--- config.mk ---
export PLATFORM = sky130hd
export DESIGN_NAME = spa_arbiter
export DESIGN_NICKNAME = d
export VERILOG_FILES = /design/src/rtl/spa_pkg.sv /design/src/rtl/spa_arbiter.sv /design/src/rtl/spa_pick.sv
export SDC_FILE = /design/constraint.sdc
export NUM_CORES = 1
export LEC_CHECK = 0
export BUFFER_PORTS_ARGS = -buffer_cell sky130_fd_sc_hd__buf_2
export CORE_MARGIN = 2
export CORE_UTILIZATION = 49
export DETAILED_ROUTE_END_ITERATION = 8
export PLACE_DENSITY = 0.87
export SKIP_CTS_REPAIR_TIMING = 1
export SYNTH_ARGS = -nofsm -noshare
export SYNTH_HDL_FRONTEND = slang
export SYNTH_HIERARCHICAL = 1
export SYNTH_SLANG_ARGS = --single-unit
--- constraint.sdc ---
create_clock -name clk -period 3.85 [get_ports clk]
set_input_delay 0.77 -clock clk [delete_from_list [all_inputs] [get_ports clk]]
set_output_delay 0.77 -clock clk [all_outputs]
set_load 0.05 [all_outputs]
--- src/rtl/spa_pkg.sv ---
package spa_pkg;

   // ------------------------------------------------------------
   // Register map
   // ------------------------------------------------------------
   localparam logic [31:0] CFG_OFFSET = 32'h400E0240;
   localparam logic [31:0] STAT_OFFSET = 32'h400E0244;
   localparam logic [31:0] CFG_RESET = 32'h00000010;

   // ------------------------------------------------------------
   // Field positions of the configuration word
   // ------------------------------------------------------------
   localparam int SLOT_LSB = 0;
   localparam int SLOT_W = 8;
   localparam int POLICY_LSB = 16;
   localparam int POLICY_W = 2;
   localparam int PRESET_LSB = 18;
   localparam int PRESET_W = 3;
   localparam int SCHEME_LSB = 24;
   localparam int SCHEME_W = 2;

   // ------------------------------------------------------------
   // Encodings
   // ------------------------------------------------------------
   localparam logic [1:0] POLICY_NONE = 2'h0;
   localparam logic [1:0] POLICY_LAST = 2'h1;
   localparam logic [1:0] POLICY_FIXED = 2'h2;
   localparam logic [1:0] SCHEME_RR = 2'h0;
   localparam logic [1:0] SCHEME_PRIO = 2'h1;

   // Decoded configuration
   typedef struct packed {
      logic [1:0] scheme;
      logic [2:0] preset;
      logic [1:0] policy;
      logic [7:0] slot;
   } spa_cfg_t;

   // Register port request
   typedef struct packed {
      logic [31:0] addr;
      logic [31:0] wdata;
      logic wr;
      logic rd;
   } spa_req_t;

endpackage

--- src/rtl/spa_arbiter.sv ---
`timescale 1ns/1ps
// Operation
// - Once a burst has run for the programmed slot cycles, another requester may break it; a slot of 0 never lets it be broken.
// - Policy 0 disconnects the slave when idle, so the next access costs one cycle.
// - Policy 1 keeps the slave on its last master when idle.
// - Policy 2 parks the slave on the preset owner index when idle.
// - A preset index naming an unconnected master acts as policy 0.
module spa_arbiter #(
   parameter int N = 4,
   parameter int IW = 2,
   parameter logic [7:0] CONN = 8'h0F
) (
   input wire logic clk,
   input wire logic rst,
   input wire logic ce,
   input wire logic [N-1:0] req,
   input wire logic [N-1:0] burst,
   input wire logic [31:0] addr,
   input wire logic [31:0] wdata,
   input wire logic wr,
   input wire logic rd,
   output logic [31:0] rdata,
   output logic [N-1:0] grant,
   output logic connected,
   output logic [IW-1:0] owner
);

   // ------------------------------------------------------------
   // Configuration register
   // ------------------------------------------------------------
   spa_pkg::spa_cfg_t cfg_ff, nxt_cfg;
   spa_pkg::spa_req_t bus;
   logic [31:0] rdata_ff, nxt_rdata;
   // Arbitration state is read back through the status word below
   logic conn_ff, nxt_conn;
   logic [IW-1:0] own_ff, nxt_own;
   logic [7:0] slot_cnt_ff, nxt_slot_cnt;

   // Unpack a configuration word; shared by the write port and reset
   function automatic spa_pkg::spa_cfg_t cfg_decode(input logic [31:0] w);
      spa_pkg::spa_cfg_t c;
      c.slot = w[spa_pkg::SLOT_LSB +: spa_pkg::SLOT_W];
      c.policy = w[spa_pkg::POLICY_LSB +: spa_pkg::POLICY_W];
      c.preset = w[spa_pkg::PRESET_LSB +: spa_pkg::PRESET_W];
      c.scheme = w[spa_pkg::SCHEME_LSB +: spa_pkg::SCHEME_W];
      return c;
   endfunction

   // Reset image comes from the same decoder, so the two cannot drift
   localparam spa_pkg::spa_cfg_t CFG_INIT = cfg_decode(spa_pkg::CFG_RESET);

   assign bus = '{addr: addr, wdata: wdata, wr: wr, rd: rd};

   // Writes store only defined fields; the rest read as zero
   always_comb
   begin
      nxt_cfg = cfg_ff;
      nxt_rdata = '0;
      if (bus.wr && bus.addr == spa_pkg::CFG_OFFSET)
      begin
         nxt_cfg = cfg_decode(bus.wdata);
      end
      if (bus.rd && bus.addr == spa_pkg::CFG_OFFSET)
      begin
         nxt_rdata[spa_pkg::SLOT_LSB +: spa_pkg::SLOT_W] = cfg_ff.slot;
         nxt_rdata[spa_pkg::POLICY_LSB +: spa_pkg::POLICY_W] = cfg_ff.policy;
         nxt_rdata[spa_pkg::PRESET_LSB +: spa_pkg::PRESET_W] = cfg_ff.preset;
         nxt_rdata[spa_pkg::SCHEME_LSB +: spa_pkg::SCHEME_W] = cfg_ff.scheme;
      end
      else if (bus.rd && bus.addr == spa_pkg::STAT_OFFSET)
      begin
         nxt_rdata[7:0] = 8'(slot_cnt_ff);
         nxt_rdata[8] = conn_ff;
         nxt_rdata[16 +: IW] = own_ff;
      end
   end

   // ------------------------------------------------------------
   // Arbitration state
   // ------------------------------------------------------------
   typedef enum logic [1:0] {
      ST_IDLE = 2'b00,
      ST_BUSY = 2'b01
   } spa_state_t;

   spa_state_t st_ff, nxt_st;
   logic [N-1:0] others;
   logic found;
   logic [IW-1:0] win;
   logic preset_ok;

   // Requests from anyone except the current owner
   always_comb
   begin
      others = req;
      others[own_ff] = 1'b0;
   end

   spa_pick #(
      .N(N),
      .IW(IW)
   ) u_pick (
      .req(st_ff == ST_BUSY ? others : req),
      .last(own_ff),
      .scheme(cfg_ff.scheme),
      .found(found),
      .idx(win)
   );

   // Preset index must name a master wired to this slave
   assign preset_ok = (int'(cfg_ff.preset) < N) && CONN[cfg_ff.preset];

   // Next owner: hand over, break burst, or park on idle
   always_comb
   begin
      nxt_st = st_ff;
      nxt_conn = conn_ff;
      nxt_own = own_ff;
      nxt_slot_cnt = slot_cnt_ff;
      case (st_ff)
         ST_IDLE:
         begin
            // A parked owner requesting is served without the extra cycle
            if (conn_ff && req[own_ff])
            begin
               nxt_st = ST_BUSY;
               nxt_slot_cnt = 8'h01;
            end
            else if (found)
            begin
               // Connect first; access proceeds next cycle
               nxt_conn = 1'b1;
               nxt_own = win;
               nxt_slot_cnt = 8'h00;
               nxt_st = ST_BUSY;
            end
         end
         ST_BUSY:
         begin
            if (!req[own_ff])
            begin
               nxt_slot_cnt = 8'h00;
               if (found)
               begin
                  nxt_own = win;
                  nxt_conn = 1'b1;
               end
               else
               begin
                  nxt_st = ST_IDLE;
                  case (cfg_ff.policy)
                     spa_pkg::POLICY_NONE: nxt_conn = 1'b0;
                     spa_pkg::POLICY_LAST: nxt_conn = 1'b1;
                     spa_pkg::POLICY_FIXED:
                     begin
                        nxt_conn = preset_ok;
                        nxt_own = preset_ok ? IW'(cfg_ff.preset) : own_ff;
                     end
                     default: nxt_conn = 1'b0;
                  endcase
               end
            end
            else if (burst[own_ff] && found && cfg_ff.slot != 8'h00
                     && slot_cnt_ff >= cfg_ff.slot)
            begin
               // Slot used up: another requester takes the slave
               nxt_own = win;
               nxt_slot_cnt = 8'h00;
            end
            else if (!burst[own_ff] && found)
            begin
               // Single access done: rotate to a waiting master
               nxt_own = win;
               nxt_slot_cnt = 8'h00;
            end
            else if (slot_cnt_ff != 8'hFF)
               nxt_slot_cnt = slot_cnt_ff + 8'h01;
         end
         default:
            nxt_st = ST_IDLE;
      endcase
   end

   // ------------------------------------------------------------
   // Registers
   // ------------------------------------------------------------
   // Clock enable freezes everything, including the read port
   always_ff @(posedge clk or posedge rst)
   begin
      if (rst)
      begin
         cfg_ff <= CFG_INIT;
         rdata_ff <= '0;
         st_ff <= ST_IDLE;
         conn_ff <= 1'b0;
         own_ff <= '0;
         slot_cnt_ff <= '0;
         grant <= '0;
         connected <= 1'b0;
         owner <= '0;
      end
      else if (ce)
      begin
         cfg_ff <= nxt_cfg;
         rdata_ff <= nxt_rdata;
         st_ff <= nxt_st;
         conn_ff <= nxt_conn;
         own_ff <= nxt_own;
         slot_cnt_ff <= nxt_slot_cnt;
         grant <= nxt_conn ? (N'(1) << nxt_own) : '0;
         connected <= nxt_conn;
         owner <= nxt_own;
      end
   end

   assign rdata = rdata_ff;
endmodule // spa_arbiter

--- src/rtl/spa_pick.sv ---
`timescale 1ns/1ps
// Combinational winner selection: round-robin or fixed priority
module spa_pick #(
   parameter int N = 4,
   parameter int IW = 2
) (
   input wire logic [N-1:0] req,
   input wire logic [IW-1:0] last,
   input wire logic [1:0] scheme,
   output logic found,
   output logic [IW-1:0] idx
);

   // ------------------------------------------------------------
   // Search
   // ------------------------------------------------------------
   // Round-robin starts just after the last owner, priority at 0
   always_comb
   begin
      logic [IW-1:0] cand;
      cand = '0;
      found = 1'b0;
      idx = '0;
      for (int k = N - 1; k >= 0; k--)
      begin
         if (scheme == spa_pkg::SCHEME_RR)
            cand = IW'((int'(last) + 1 + k) % N);
         else
            cand = IW'(k);
         if (req[cand])
         begin
            found = 1'b1;
            idx = cand;
         end
      end
   end

endmodule // spa_pick

; Word-level counts from Yosys, hierarchy flattened
; Memory sizes are Yosys's and may differ from the RTL's.
; Cells that the tools add are included.
[totals]
input_bits = 77
mem_count = 1
regBits = 48
rom_bits = 8
[mem_list]
columns = memory, words, word_bits, rd, rd_clocked_by_memory_dff, write_ports, line_no
row1 = (no name shown), 8, 1, 1, 0, 0, spa_arbiter.sv:111  ; assign preset_ok = (int'(cfg_ff.preset) < N) && CONN[cfg_ff.preset];
[classes]
shift = 1
add_sub_neg = 5
magnitude_cmp = 9
reduce_logical = 18
muxes = 63
n_bitwise = 2
eq_ne = 10
[op_table]
columns = op, count
row1 = $eq 32x31->1 const B, 2
row2 = $mux 8, 7
row3 = $mux 2, 23
row4 = $mux 1, 17
row5 = $pmux 8 s2, 1
row6 = $lt 2x3->1 const B, 5
row7 = $bmux 1 s2, 6
row8 = $logic_and 1x1->1, 10
row9 = $mux 9, 1
row10 = $add 8x1->8 const B, 1
row11 = $ge 8x8->1, 1
row12 = $mux 4, 2
row13 = $ne 8x8->1 const B, 1
row14 = $pmux 2 s2, 2
row15 = $reduce_and 4->1, 2
row16 = $reduce_bool 8->1, 1
row17 = $ne 5x2->1 const B, 1
row18 = $add 2x1->2 const B, 2
row19 = $add 2x2->2 const B, 2
row20 = $and 4x4->4, 1
row21 = $eq 2x1->1 const B, 2
row22 = $logic_not 2->1, 2
row23 = $lt 3x4->1 const B, 1
row24 = $ne 2x2->1 const B, 2
row25 = other kinds (12), 13

; Depth between registers and ports, before layout
; Gate-level depths: netlist of the first run.
[logic_depth]
ltp_word = 21
ltp_mapped = 12
depth_no_buf = 12

; Modules after synthesis
; Netlist of the first run, hierarchy kept.
[by_module_without_submodules]
columns = mod, cells_each, area_per_inst_um2, instances, seq_area_each_um2
row1 = spa_arbiter, 271, 2776.4, 1, 1177.4
row2 = spa_pick, 29, 201.4, 1, 0.0

; Worst setup path after synthesis of the first run
; No wires, ideal clock.
[synth_path]
kind = reg2reg
startpoint = register own_ff[0]
endpoint = register own_ff[1]
path_slack_ps = 809
required_time_ps = 3725
arrival_time_ps = 2916
path_stages_with_launch = 10
period_less_slack_ps = 3041
n_path_buf = 1
path_cell_list = dfrtp_1 > buf_6 > nor2_1 > a21boi_0 > or4_1 > a21boi_1 > o311ai_1 > and2_4 > o311a_4 > mux2_2
[synth_via]
elab_chain_len = 19
[synth_rtl]
columns = item, line_no
row1 = "start, declared", spa_arbiter.sv:36  ; logic [IW-1:0] own_ff, nxt_own;
row2 = "start signal, assigned", spa_arbiter.sv:208  ; own_ff <= nxt_own;
row3 = $lt 2x3->1 (implied by the code) / $ge 2x1->1 (equally long branches), spa_arbiter.sv:96  ; others[own_ff] = 1'b0;
row4 = $logic_and 1x1->1 (implied by the code), spa_arbiter.sv:96
row5 = $mux 1 (implied by the code), spa_arbiter.sv:96
row6 = $demux 1 s2, spa_arbiter.sv:96
row7 = $not 4->4 (no line), --
row8 = $and 4x4->4 (no line), --
row9 = $mux 4, spa_arbiter.sv:103  ; .req(st_ff == ST_BUSY ? others : req),
row10 = $bmux 1 s2, spa_pick.sv:30  ; if (req[cand])
row11 = $mux 1 (implied by the code), spa_pick.sv:30
row12 = $mux 1 (3 in a row), spa_pick.sv:30
row13 = $mux 1 *, spa_pick.sv:30
row14 = net found, spa_arbiter.sv:88  ; logic found;
row15 = $logic_and 1x1->1 (2 in a row), spa_arbiter.sv:163  ; else if (burst[own_ff] && found && cfg_ff.slot != 8'h00
row16 = $logic_and 1x1->1, spa_arbiter.sv:164  ; && slot_cnt_ff >= cfg_ff.slot)
row17 = $mux 2, spa_arbiter.sv:163
row18 = $mux 2, spa_arbiter.sv:140  ; if (!req[own_ff])
row19 = $pmux 2 s2 *, spa_arbiter.sv:120  ; case (st_ff)
; The timed path passes the listed nets; every way through them passes the cells marked *. The select of a mux whose other input is x is not followed.
; A chain may end at the register's enable or synchronous reset.

; Worst setup path in the final report of the first run
[layout_path]
startpoint = register own_ff[0]
endpoint = register grant[1]
[layout_via]
elab_chain_len = 21
[layout_rtl]
columns = item, line_no
row1 = $lt 2x3->1 (implied by the code) / $ge 2x1->1 (equally long branches), spa_arbiter.sv:96
row2 = $logic_and 1x1->1 (implied by the code), spa_arbiter.sv:96
row3 = $mux 1 (implied by the code), spa_arbiter.sv:96
row4 = $demux 1 s2, spa_arbiter.sv:96
row5 = $not 4->4 (no line), --
row6 = $and 4x4->4 (no line), --
row7 = $mux 4, spa_arbiter.sv:103
row8 = $bmux 1 s2, spa_pick.sv:30
row9 = [... 5 more ...], --
row10 = net found, spa_arbiter.sv:88
row11 = $logic_and 1x1->1 (2 in a row), spa_arbiter.sv:163
row12 = $logic_and 1x1->1, spa_arbiter.sv:164
row13 = $mux 2, spa_arbiter.sv:163
row14 = $mux 2, spa_arbiter.sv:140
row15 = $pmux 2 s2, spa_arbiter.sv:120
row16 = $shl 1x2->4, spa_arbiter.sv:210  ; grant <= nxt_conn ? (N'(1) << nxt_own) : '0;
row17 = $mux 4 *, spa_arbiter.sv:210
row18 = "end signal, assigned", spa_arbiter.sv:210
row19 = "end, declared", spa_arbiter.sv:23  ; output logic [N-1:0] grant,
; Marks and branches as above.

==> metrics.cfg, run 1 <==
[yosys]
yosys.area_share.xor_xnor = 0.0176
netlist_area_um2 = 2980
synth_edf_count = 0
synth_simple_gate_area_frac = 0.143
synthMuxAreaShare = 0.104
synth-seq-cells = 47
synthDistinctLibCells = 66
synth-warning-count = 6
synth_sequential_area_ratio = 0.395
synth_compound_area_frac = 0.202
synthFlopType = sky130_fd_sc_hd__dfrtp_1
netlist_instances = 300
post_synth_fa_ha_maj_area_fraction = 0.0462
synth_top_family_by_area = compound AO/OA/AOI/OAI gates
average_size_of_a_mapped_cell_um2 = 9.93
async_flop_share = 1.00

[critical_path]
timing.rr.start = own_ff[0]
path_cells = nor2_1, a21boi_0, or4_1, a21boi_1, o311ai_1, and2_4, o311a_4, o32ai_1
slowest_stage = sky130_fd_sc_hd__dfrtp_1
crit_path_max_incr_delay_ns = 0.75
critPathLaunch = own_ff[0]
data_arrival_time_of_the_critical_path_ns = 3.53
ff2ff_setup_slack_ns = 0.53
cp-start-kind = register
crit_required_ns = 4.06
worst_r2r_path_depth = 8
setup.worst_path.class = reg2reg
crit_path_max_fanout = 17
end_kind = register
reg2reg_to = grant[1]

[die]
dieHeight_um = 82.0
rows = 28
initial_core_util = 0.506
floorplan.core_area_um2 = 5890
horizontal_extent_of_the_die_um = 82.0
io_pins = 116
die_area_um2 = 6720

[power]
net-switching-power_w = 0.000790
p_clk_frac = 0.179
cellPowerDensity_nw_per_um2 = 512
power_switching_share = 0.442
power.static_leakage_nw = 1.80
seq_power_share = 0.336
internal_power_w = 0.000997
total_power_w = 0.00179
power.ir.vdd_worst_uv = 273
power.share.combinational = 0.484

[placement]
gp_routability_congestion = 0.873
post_dp_cell_area_um2 = 3400
numPortBuffers = 82
placed_cells_incl_taps = 448
place.detailed.hpwl_um = 5380

[cts]
clock_sink_count = 47
clock_latency_ns = 0.31
clk_pin_slew_ns = 0.10
h-tree-depth = 2
cts_tree = yes
clockBufferDepth = 2
cts_buffers = 5
ctsRootBufferMaster = sky130_fd_sc_hd__clkbuf_8

[min_path]
worst_hold_startpoint = rdata[0]
worst_hold_path.num_cells = 1
worst_hold_path.endpoint = rdata[0]
hold_path_class = reg2reg

[sta]
min_period_over_period = 0.863
final_count_of_hold_timing_violations = 0
setup_total_negative_slack_ns = 0
final_critical_period_ns = 3.32
tightestPinTransition_ns = 0.719
relative_slew_margins = 0.513
setup-violations-final = 0
grt_setup_unrepaired = false
clock.fmax_mhz = 301
final.setup_skew_ns = 0.0144
timing_max_transition_violations_final = 0

[final_layout]
layout_cell_area_excl_fill_um2 = 3490
layout.filler_cells = 512
area_delta_synth_final_pct = 17.1
final-instance-count-excl-fill = 456
antennaDiodeCount = 0
final_layout_size_suffix_gt1_frac = 0.297
fin_nets = 468

[route]
dr_total_vias = 2614
drt.antenna.violating_nets = 0
drcViolationCount = 0
routed_via_density = 5.73
wl_per_cell_um = 15.5
routed_wl_um = 7080
drt_first_pass_iters = 4
initialDrtViolationCount = 200

[global_routing]
global_route_wire_length_before_repair_um = 11500
vias_in_the_first_global_route = 2582
grt_use_total = 0.220
antenna_found_initial = 0
remaining_global_route_overflow = 0
grt_start_max_net_pins = 48

[outcome]
run_status = completed

[job]
timing.max_cap.violations = 0

## logic make-up after synthesis
logic type / Yosys count
DFF: 47
and+or+nand+nor: 80
other: 1
AOI/OAI and AO/OA: 77
buffers and inverters: 51
muxes: 27
adders and majority gates: 11
xor gates and xnor gates: 6
## synth_stat cells (all sizes together) (7+ instances only)
| master | count | area share |
|---|---|---|
| nand2 | 20 | 0.026 |
| nor2 | 21 | 0.026 |
| o2bb2ai | 12 | 0.035 |
| mux2 | 11 | 0.042 |
| mux2i | 14 | 0.047 |
| clkbuf | 7 | 0.0088 |
| buf | 22 | 0.054 |
| ha | 11 | 0.046 |
| dfrtp | 46 | 0.39 |
| inv | 22 | 0.028 |
| o21ai | 19 | 0.032 |
| nand4 | 8 | 0.017 |
| a21oi | 8 | 0.015 |
## cells in the final DEF (no fill, tap or decap), types with 2 or more instances in the layout
cell type,n
sky130_fd_sc_hd__a22o_1,5
sky130_fd_sc_hd__a21o_1,2
sky130_fd_sc_hd__nor4b_1,3
sky130_fd_sc_hd__mux4_2,2
sky130_fd_sc_hd__ha_1,11
sky130_fd_sc_hd__a21boi_0,2
sky130_fd_sc_hd__inv_6,2
sky130_fd_sc_hd__nor2b_1,3
sky130_fd_sc_hd__buf_2,82
sky130_fd_sc_hd__o311ai_1,2
sky130_fd_sc_hd__inv_1,20
sky130_fd_sc_hd__o21ai_0,8
sky130_fd_sc_hd__and3_1,3
sky130_fd_sc_hd__o2bb2ai_1,12
sky130_fd_sc_hd__o311a_1,2
sky130_fd_sc_hd__buf_4,5
sky130_fd_sc_hd__o32ai_1,2
sky130_fd_sc_hd__mux2_2,2
sky130_fd_sc_hd__o21a_1,2
sky130_fd_sc_hd__nand3_1,3
sky130_fd_sc_hd__conb_1,16
sky130_fd_sc_hd__nand2_1,19
sky130_fd_sc_hd__o21ai_1,11
sky130_fd_sc_hd__a32o_1,2
sky130_fd_sc_hd__xor2_1,6
sky130_fd_sc_hd__clkbuf_8,5
sky130_fd_sc_hd__nand4_1,8
sky130_fd_sc_hd__mux2_1,9
sky130_fd_sc_hd__a31oi_1,3
sky130_fd_sc_hd__nand2b_1,2
sky130_fd_sc_hd__nor2_1,21
sky130_fd_sc_hd__a21oi_1,7
sky130_fd_sc_hd__nor4_1,5
sky130_fd_sc_hd__nor3_1,3
sky130_fd_sc_hd__dfrtp_1,46
sky130_fd_sc_hd__mux2i_1,14
## how the worst max path moves through the flow
stage                     cells after the start  slack, ns         to
final                                         8       0.53   grant[1]
after global routing                          8       0.33   grant[1]
after CTS                                     8       0.57   grant[1]
after detailed placement                      8       0.62   grant[1]
after global placement                        8       0.74  own_ff[1]
after floorplan                               9       0.81  own_ff[1]
## power groups by stage
| stage | clock network (W) | logic, W | registers (W) |
|---|---|---|---|
| 3_3_place_gp | 0 | 0.000824 | 0.000609 |
| 6_report | 0.000320 | 0.000865 | 0.000601 |
| 2_1_floorplan | 0 | 0.000629 | 0.000672 |
| 5_1_grt | 0.000346 | 0.000930 | 0.000610 |
| 3_5_place_dp | 0 | 0.000850 | 0.000611 |
| 4_1_cts | 0.000323 | 0.000856 | 0.000602 |
## metal layers
layer	global-route usage	share of wire	wire (um)	vias up
li1	-	-	-	1232
met1	0.253	0.41	2910	1282
met2	0.390	0.51	3640	82
met3	0.0473	0.051	363	18
met4	0.100	0.024	167	0
met5	0	0	0	-
## through the flow
step,worst slack [ns],hold slack [ns],util
floorplan,0.809,0.469,-
global placement,0.735,0.468,0.577
detailed placement,0.620,0.474,0.577
CTS,0.574,0.497,0.593
global route,0.334,0.523,0.593
finish,0.528,0.493,0.593
## final cells by class
type	instances	area, um2	area share
Timing Repair Buffer	87	448	0.128
Clock inverter	3	22.5	0.00646
Tap cell	75	93.8	0.0269
Multi-Input combinational cell	217	1600	0.457
Inverter	22	82.6	0.0237
Clock buffer	5	68.8	0.0197
Sequential cell	47	1180	0.338
## worst max-delay path, delay by kind of cell (launching register included)
kind               cells  cell delay (ns)
AOI/OAI and AO/OA      5             1.68
DFF                    1             0.75
and+or+nand+nor        3             0.78
## sequential cells by signal, summed over array words and instances (netlist names)
| name | cells |
|---|---|
| rdata | 16 |
| cfg_ff | 15 |
| slot_cnt_ff | 8 |
| grant | 4 |
| own_ff | 2 |
| conn_ff | 1 |
| st_ff | 1 |
No activity file was read; power rests on OpenSTA's default activity.
==> inputs of run 2 (changes only) <==
- RECOVER_POWER: default -> 25
==> run 2 against run 1 <==
The run now ends with capacitance limit, slew limit left. Critical path depth did not move. Final area down 0.11%. Fmax is the same. Critical endpoint unchanged. Largest power group unchanged. Highest routed layer unchanged.
==> metrics.cfg, run 2 (synthesized netlist as in run 1, its figures left out) <==
[placement]
placement_stage_worst_setup_slack_ns = 0.620  ; unchanged
post_dp_cell_area_um2 = 3400  ; unchanged
placed_cells_incl_taps = 448  ; unchanged
place.detailed.hpwl_um = 5380  ; unchanged
gp_routability_congestion = 0.873  ; unchanged
numPortBuffers = 82  ; unchanged

[route]
wl_per_cell_um = 15.6  ; +0.30%
drcViolationCount = 0  ; unchanged
drt.antenna.violating_nets = 0  ; unchanged
routed_wl_um = 7100  ; +0.30%
initialDrtViolationCount = 200  ; unchanged
routed_via_density = 5.76  ; +0.46%
dr_total_vias = 2626  ; +0.46%
drt_first_pass_iters = 4  ; unchanged

[global_routing]
antenna_found_initial = 0  ; unchanged
global_route_wire_length_before_repair_um = 11500  ; unchanged
remaining_global_route_overflow = 0  ; unchanged
grt_use_total = 0.220  ; unchanged
vias_in_the_first_global_route = 2582  ; unchanged
grt_start_max_net_pins = 48  ; unchanged

[cts]
ctsRootBufferMaster = sky130_fd_sc_hd__clkbuf_8
cts_buffers = 5  ; unchanged
cts_tree = yes
clock_latency_ns = 0.31  ; about the same
clockBufferDepth = 2  ; unchanged
clk_pin_slew_ns = 0.10  ; about the same
h-tree-depth = 2  ; unchanged
clock_sink_count = 47  ; unchanged

[critical_path]
critical-path-top-delay-family = compound AO/OA/AOI/OAI gates
cp-start-kind = register
data_arrival_time_of_the_critical_path_ns = 3.53  ; about the same
end_kind = register
slowest_stage = sky130_fd_sc_hd__dfrtp_1
setup.worst_path.class = reg2reg
path_cells = nor2_1, a21boi_0, or4_1, a21boi_1, o311ai_1, and2_4, o311a_4, o32ai_1
critPathBufInv = 0  ; unchanged
crit_path_max_fanout = 17  ; unchanged
crit_required_ns = 4.06  ; about the same
crit_path_max_incr_delay_ns = 0.75  ; about the same

[sta]
clock.fmax_mhz = 301  ; unchanged
min_period_over_period = 0.863  ; unchanged
final.setup_skew_ns = 0.0144  ; -0.0000181 ns
setup_ws_ns = 0.528  ; unchanged
hold_slack_ns = 0.493  ; -0.00000200 ns
setup-violations-final = 0  ; unchanged
setup_total_negative_slack_ns = 0  ; unchanged
timing_max_transition_violations_final = 48  ; +48
grt_setup_unrepaired = false
tightestPinTransition_ns = 2.45  ; +1.73 ns
final_critical_period_ns = 3.32  ; unchanged
final_count_of_hold_timing_violations = 0  ; unchanged
relative_slew_margins = -0.634  ; -1.15

[final_layout]
antennaDiodeCount = 0  ; unchanged
layout_cell_area_excl_fill_um2 = 3480  ; -0.11%
final-instance-count-excl-fill = 456  ; unchanged
flip_flop_count_of_the_largest_register_after_layout = 16  ; unchanged
area_delta_synth_final_pct = 17.0
final_layout_size_suffix_gt1_frac = 0.294  ; -0.00262
mostFrequentLayoutCell = sky130_fd_sc_hd__buf_2
fin_nets = 468  ; unchanged
layout.cells.most_common_list = sky130_fd_sc_hd__buf_2, sky130_fd_sc_hd__dfrtp_1, sky130_fd_sc_hd__nor2_1, sky130_fd_sc_hd__inv_1, sky130_fd_sc_hd__nand2_1

[die]
io_pins = 116  ; unchanged
initial_core_util = 0.506  ; unchanged
rows = 28  ; unchanged
die_area_um2 = 6720  ; unchanged
floorplan.core_area_um2 = 5890  ; unchanged
dieHeight_um = 82.0  ; unchanged
horizontal_extent_of_the_die_um = 82.0  ; unchanged

[power]
power.ir.vdd_worst_uv = 273  ; about the same
power.static_leakage_nw = 1.80  ; -0.20%
cellPowerDensity_nw_per_um2 = 513  ; about the same

[outcome]
run_status = finished with violations
failed_checks = capacitance limit, slew limit

[job]
timing.max_cap.violations = 1  ; +1

[min_path]
hold_path_class = reg2reg

-- run 2: cell types whose count changed in the layout (fill, tap and decap cells not counted) --
cell	previous run	this run
sky130_fd_sc_hd__clkbuf_1	0	1
sky130_fd_sc_hd__buf_4	5	4
-- run 2: layer usage --
metal / global-route usage / part of all wire / vias to the layer above / wire [um]
li1: - / - / 1232 / -
met3: 0.0473 / 0.054 / 22 / 381
met2: 0.390 / 0.51 / 90 / 3630
met1: 0.253 / 0.41 / 1282 / 2900
met5: 0 / 0 / - / 0
met4: 0.100 / 0.026 / 0 / 182
-- run 2: power by group --
part | leakage [nW] | switching [W] | internal (W)
sequential | 0.596 | 0.0000692 | 0.000532
clock | 0.0489 | 0.000189 | 0.000132
combinational | 1.15 | 0.000532 | 0.000332
-- run 2: per-stage QoR --
step                      total power, W   util
after floorplan                  0.00130      -
after global placement           0.00143  0.577
after detailed placement         0.00146  0.577
after CTS                        0.00178  0.593
after global routing             0.00189  0.592
final                            0.00179  0.592
-- run 2: worst paths after layout --
check | startpoint | to | slack [ns] | depth (start not counted)
setup / recovery | own_ff[0] | grant[1] | 0.53 | 8
hold / removal | rdata[0] | rdata[0] | 0.49 | 1
setup reg to reg | own_ff[0] | grant[1] | 0.53 | 8
hold reg to reg | rdata[0] | rdata[0] | 0.49 | 1
max in group asynchronous | rst | slot_cnt_ff[7] | 1.09 | 3
min in group asynchronous | rst | rdata[18] | 1.33 | 3
-- run 2: area by class of cell --
cell class | instances | area, um2
Timing Repair Buffer | 87 | 444
Sequential cell | 47 | 1180
Clock buffer | 5 | 68.8
Fill cell | 514 | 2400
Clock inverter | 3 | 22.5
Multi-Input combinational cell | 217 | 1600
Tap cell | 75 | 93.8
Inverter | 22 | 82.6
-- run 2: worst register-to-register path, stage by stage, from the launching register on --
cell and delay [ns]:
sky130_fd_sc_hd__dfrtp_1 0.75, sky130_fd_sc_hd__nor2_1 0.18, sky130_fd_sc_hd__a21boi_0 0.45, sky130_fd_sc_hd__or4_1 0.37, sky130_fd_sc_hd__a21boi_1 0.28, sky130_fd_sc_hd__o311ai_1 0.27
sky130_fd_sc_hd__and2_4 0.24, sky130_fd_sc_hd__o311a_4 0.38, sky130_fd_sc_hd__o32ai_1 0.30
==> inputs of run 3 (changes only) <==
- CORE_ASPECT_RATIO: default -> 0.5
- CORE_UTILIZATION: 49 -> 41
- PLACE_DENSITY: 0.87 -> 0.76
- SLEW_MARGIN: default -> 30
==> run 3 against run 2 <==
The run still ends with capacitance limit, slew limit left. Core utilization decreased by 7.2 points. Worst setup slack improved by 0.16 ns. Final area increased by 2.3%. Via count decreased by 4.0%. Total power increased by 7.1%. Combinational power increased by 3.9%. Routed wire length decreased by 2.2%. Clock power increased by 35%. Sequential share of layout area decreased by 0.75 points.
==> metrics.cfg, run 3 (synthesized netlist as in run 1, its figures left out) <==
[critical_path]
crit_cells = 10  ; +2
crit_path_max_fanout = 13  ; -4
timing.rr.start = st_ff[0]
crit_required_ns = 4.02  ; -0.04 ns
path_cells = inv_1, nor2_1, a21boi_0, or4_1, buf_4, nor2b_2, a21oi_2, and2_4, o311ai_1, o32ai_1
crit_path_max_incr_delay_ns = 0.62  ; -0.13 ns
setup.worst_path.class = reg2reg
slowest_stage = sky130_fd_sc_hd__or4_1
end_kind = register
cp-start-kind = register
reg2reg_to = grant[1]
worst_r2r_path_depth = 10  ; +2
ff2ff_setup_slack_ns = 0.69  ; +0.16 ns
critical-path-top-delay-family = simple AND/OR/NAND/NOR gates
critPathBufInv = 2  ; +2
data_arrival_time_of_the_critical_path_ns = 3.33  ; -0.20 ns

[final_layout]
fin_nets = 468  ; unchanged
mostFrequentLayoutCell = sky130_fd_sc_hd__buf_2
area_delta_synth_final_pct = 19.7
flip_flop_count_of_the_largest_register_after_layout = 16  ; unchanged
layout.cells.most_common_list = sky130_fd_sc_hd__buf_2, sky130_fd_sc_hd__dfrtp_1, sky130_fd_sc_hd__nor2_1, sky130_fd_sc_hd__inv_1, sky130_fd_sc_hd__nand2_1
final_layout_size_suffix_gt1_frac = 0.299  ; +0.00525
antennaDiodeCount = 0  ; unchanged

[outcome]
run_status = finished with violations
failed_checks = capacitance limit, slew limit

[power]
p_clk_frac = 0.225  ; +0.046
power.static_leakage_nw = 1.82  ; +1.5%
power.ir.vdd_worst_uv = 214  ; -22%
internal_power_w = 0.00111  ; +12%
total_power_w = 0.00191  ; +7.1%
power.share.combinational = 0.470  ; -0.014
net-switching-power_w = 0.000799  ; +1.2%
power_switching_share = 0.418  ; -0.0245
seq_power_share = 0.304  ; -0.033
cellPowerDensity_nw_per_um2 = 537  ; +4.7%

[route]
drt_first_pass_iters = 4  ; unchanged
drt.antenna.violating_nets = 0  ; unchanged
dr_total_vias = 2520  ; -4.0%
initialDrtViolationCount = 184  ; -8.0%
wl_per_cell_um = 14.7  ; -5.7%
routed_wl_um = 6940  ; -2.2%
drcViolationCount = 0  ; unchanged
routed_via_density = 5.33  ; -7.5%

[die]
io_pins = 116  ; unchanged
rows = 21  ; -25%
die_area_um2 = 8000  ; +19%
floorplan.core_area_um2 = 6860  ; +17%
dieHeight_um = 64.3  ; -22%
initial_core_util = 0.434  ; -0.0717
horizontal_extent_of_the_die_um = 125  ; +52%

[global_routing]
antenna_found_initial = 0  ; unchanged
remaining_global_route_overflow = 0  ; unchanged
grt_use_total = 0.179  ; -0.0411
global_route_wire_length_before_repair_um = 11700  ; +1.7%
grt_start_max_net_pins = 48  ; unchanged
vias_in_the_first_global_route = 2442  ; -5.4%

[cts]
h-tree-depth = 2  ; unchanged
clk_pin_slew_ns = 0.07  ; -0.03 ns
clock_sink_count = 47  ; unchanged
cts_buffers = 5  ; unchanged
clockBufferDepth = 2  ; unchanged
ctsRootBufferMaster = sky130_fd_sc_hd__clkbuf_16
clock_latency_ns = 0.29  ; -0.02 ns
cts_tree = yes

[sta]
final_count_of_hold_timing_violations = 0  ; unchanged
min_period_over_period = 0.820  ; -0.0423
tightestPinTransition_ns = 2.03  ; -0.417 ns
setup-violations-final = 0  ; unchanged
hold_slack_ns = 0.485  ; -0.00849 ns
final.setup_skew_ns = 0.00495  ; -0.00948 ns
final_critical_period_ns = 3.16  ; -0.163 ns
relative_slew_margins = -0.363  ; +0.271
clock.fmax_mhz = 317  ; +5.2%
grt_setup_unrepaired = false
setup_total_negative_slack_ns = 0  ; unchanged
timing_max_transition_violations_final = 48  ; unchanged

[min_path]
worst_hold_path.endpoint = rdata[5]
worst_hold_path.num_cells = 1  ; unchanged
worst_hold_startpoint = rdata[5]
hold_path_class = reg2reg

[placement]
numPortBuffers = 82  ; unchanged
gp_routability_congestion = 0.841  ; -3.7%
place.detailed.hpwl_um = 5260  ; -2.2%

[job]
timing.max_cap.violations = 1  ; unchanged

run 3: cell count changes in the layout (fill, tap and decap cells not counted):
cell,change
sky130_fd_sc_hd__clkbuf_16,+5
sky130_fd_sc_hd__clkbuf_8,-5
sky130_fd_sc_hd__buf_4,+1
sky130_fd_sc_hd__clkbuf_1,-1
sky130_fd_sc_hd__clkinv_1,-1
sky130_fd_sc_hd__clkinv_2,+1
sky130_fd_sc_hd__clkinvlp_2,+1
sky130_fd_sc_hd__inv_6,-1
run 3: metrics by stage:
stage	utilization	std cells	area (um2)	worst slack [ns]
after global placement	0.498	465	3420	0.810
final	0.520	473	3560	0.691
after CTS	0.520	473	3560	0.761
after detailed placement	0.499	465	3420	0.704
after floorplan	-	315	3030	0.809
after global routing	0.520	473	3560	0.455
run 3: worst reg2reg max path, cell delays in order, from the launching register on:
cell and delay (ns):
sky130_fd_sc_hd__dfrtp_1 0.57, sky130_fd_sc_hd__inv_1 0.13, sky130_fd_sc_hd__nor2_1 0.22, sky130_fd_sc_hd__a21boi_0 0.23
sky130_fd_sc_hd__or4_1 0.62, sky130_fd_sc_hd__buf_4 0.22, sky130_fd_sc_hd__nor2b_2 0.16, sky130_fd_sc_hd__a21oi_2 0.19
sky130_fd_sc_hd__and2_4 0.21, sky130_fd_sc_hd__o311ai_1 0.13, sky130_fd_sc_hd__o32ai_1 0.35
run 3: final cells by class:
cell class / instances / area [um2]
clock inverters: 3 / 18.8
repair buffers: 87 / 448
flip-flops and latches: 47 / 1180
clock buffers: 5 / 125
fillers: 634 / 3290
multi-input cells: 217 / 1600
inverters: 22 / 83.8
well taps: 92 / 115
run 3: power groups by stage:
stage | Clock [W] | Combinational, W | Sequential [W]
after floorplan | 0 | 0.000629 | 0.000672
after global placement | 0 | 0.000870 | 0.000588
after detailed placement | 0 | 0.000882 | 0.000590
after CTS | 0.000436 | 0.000890 | 0.000581
after global routing | 0.000458 | 0.000975 | 0.000589
final | 0.000431 | 0.000899 | 0.000582
run 3: worst max-delay path by stage:
stage | slack (ns) | to | startpoint
finish | 0.69 | grant[1] | st_ff[0]
global placement | 0.81 | own_ff[1] | req[0]
detailed placement | 0.70 | grant[1] | req[0]
CTS | 0.76 | grant[1] | st_ff[0]
global route | 0.46 | grant[1] | st_ff[0]
floorplan | 0.81 | own_ff[1] | own_ff[0]
run 3: routing by layer:
| metal | track usage | wire length [um] |
|---|---|---|
| met4 | 0.0463 | 74 |
| met2 | 0.302 | 3270 |
| met5 | 0 | 0 |
| met3 | 0.0360 | 296 |
| met1 | 0.238 | 3300 |
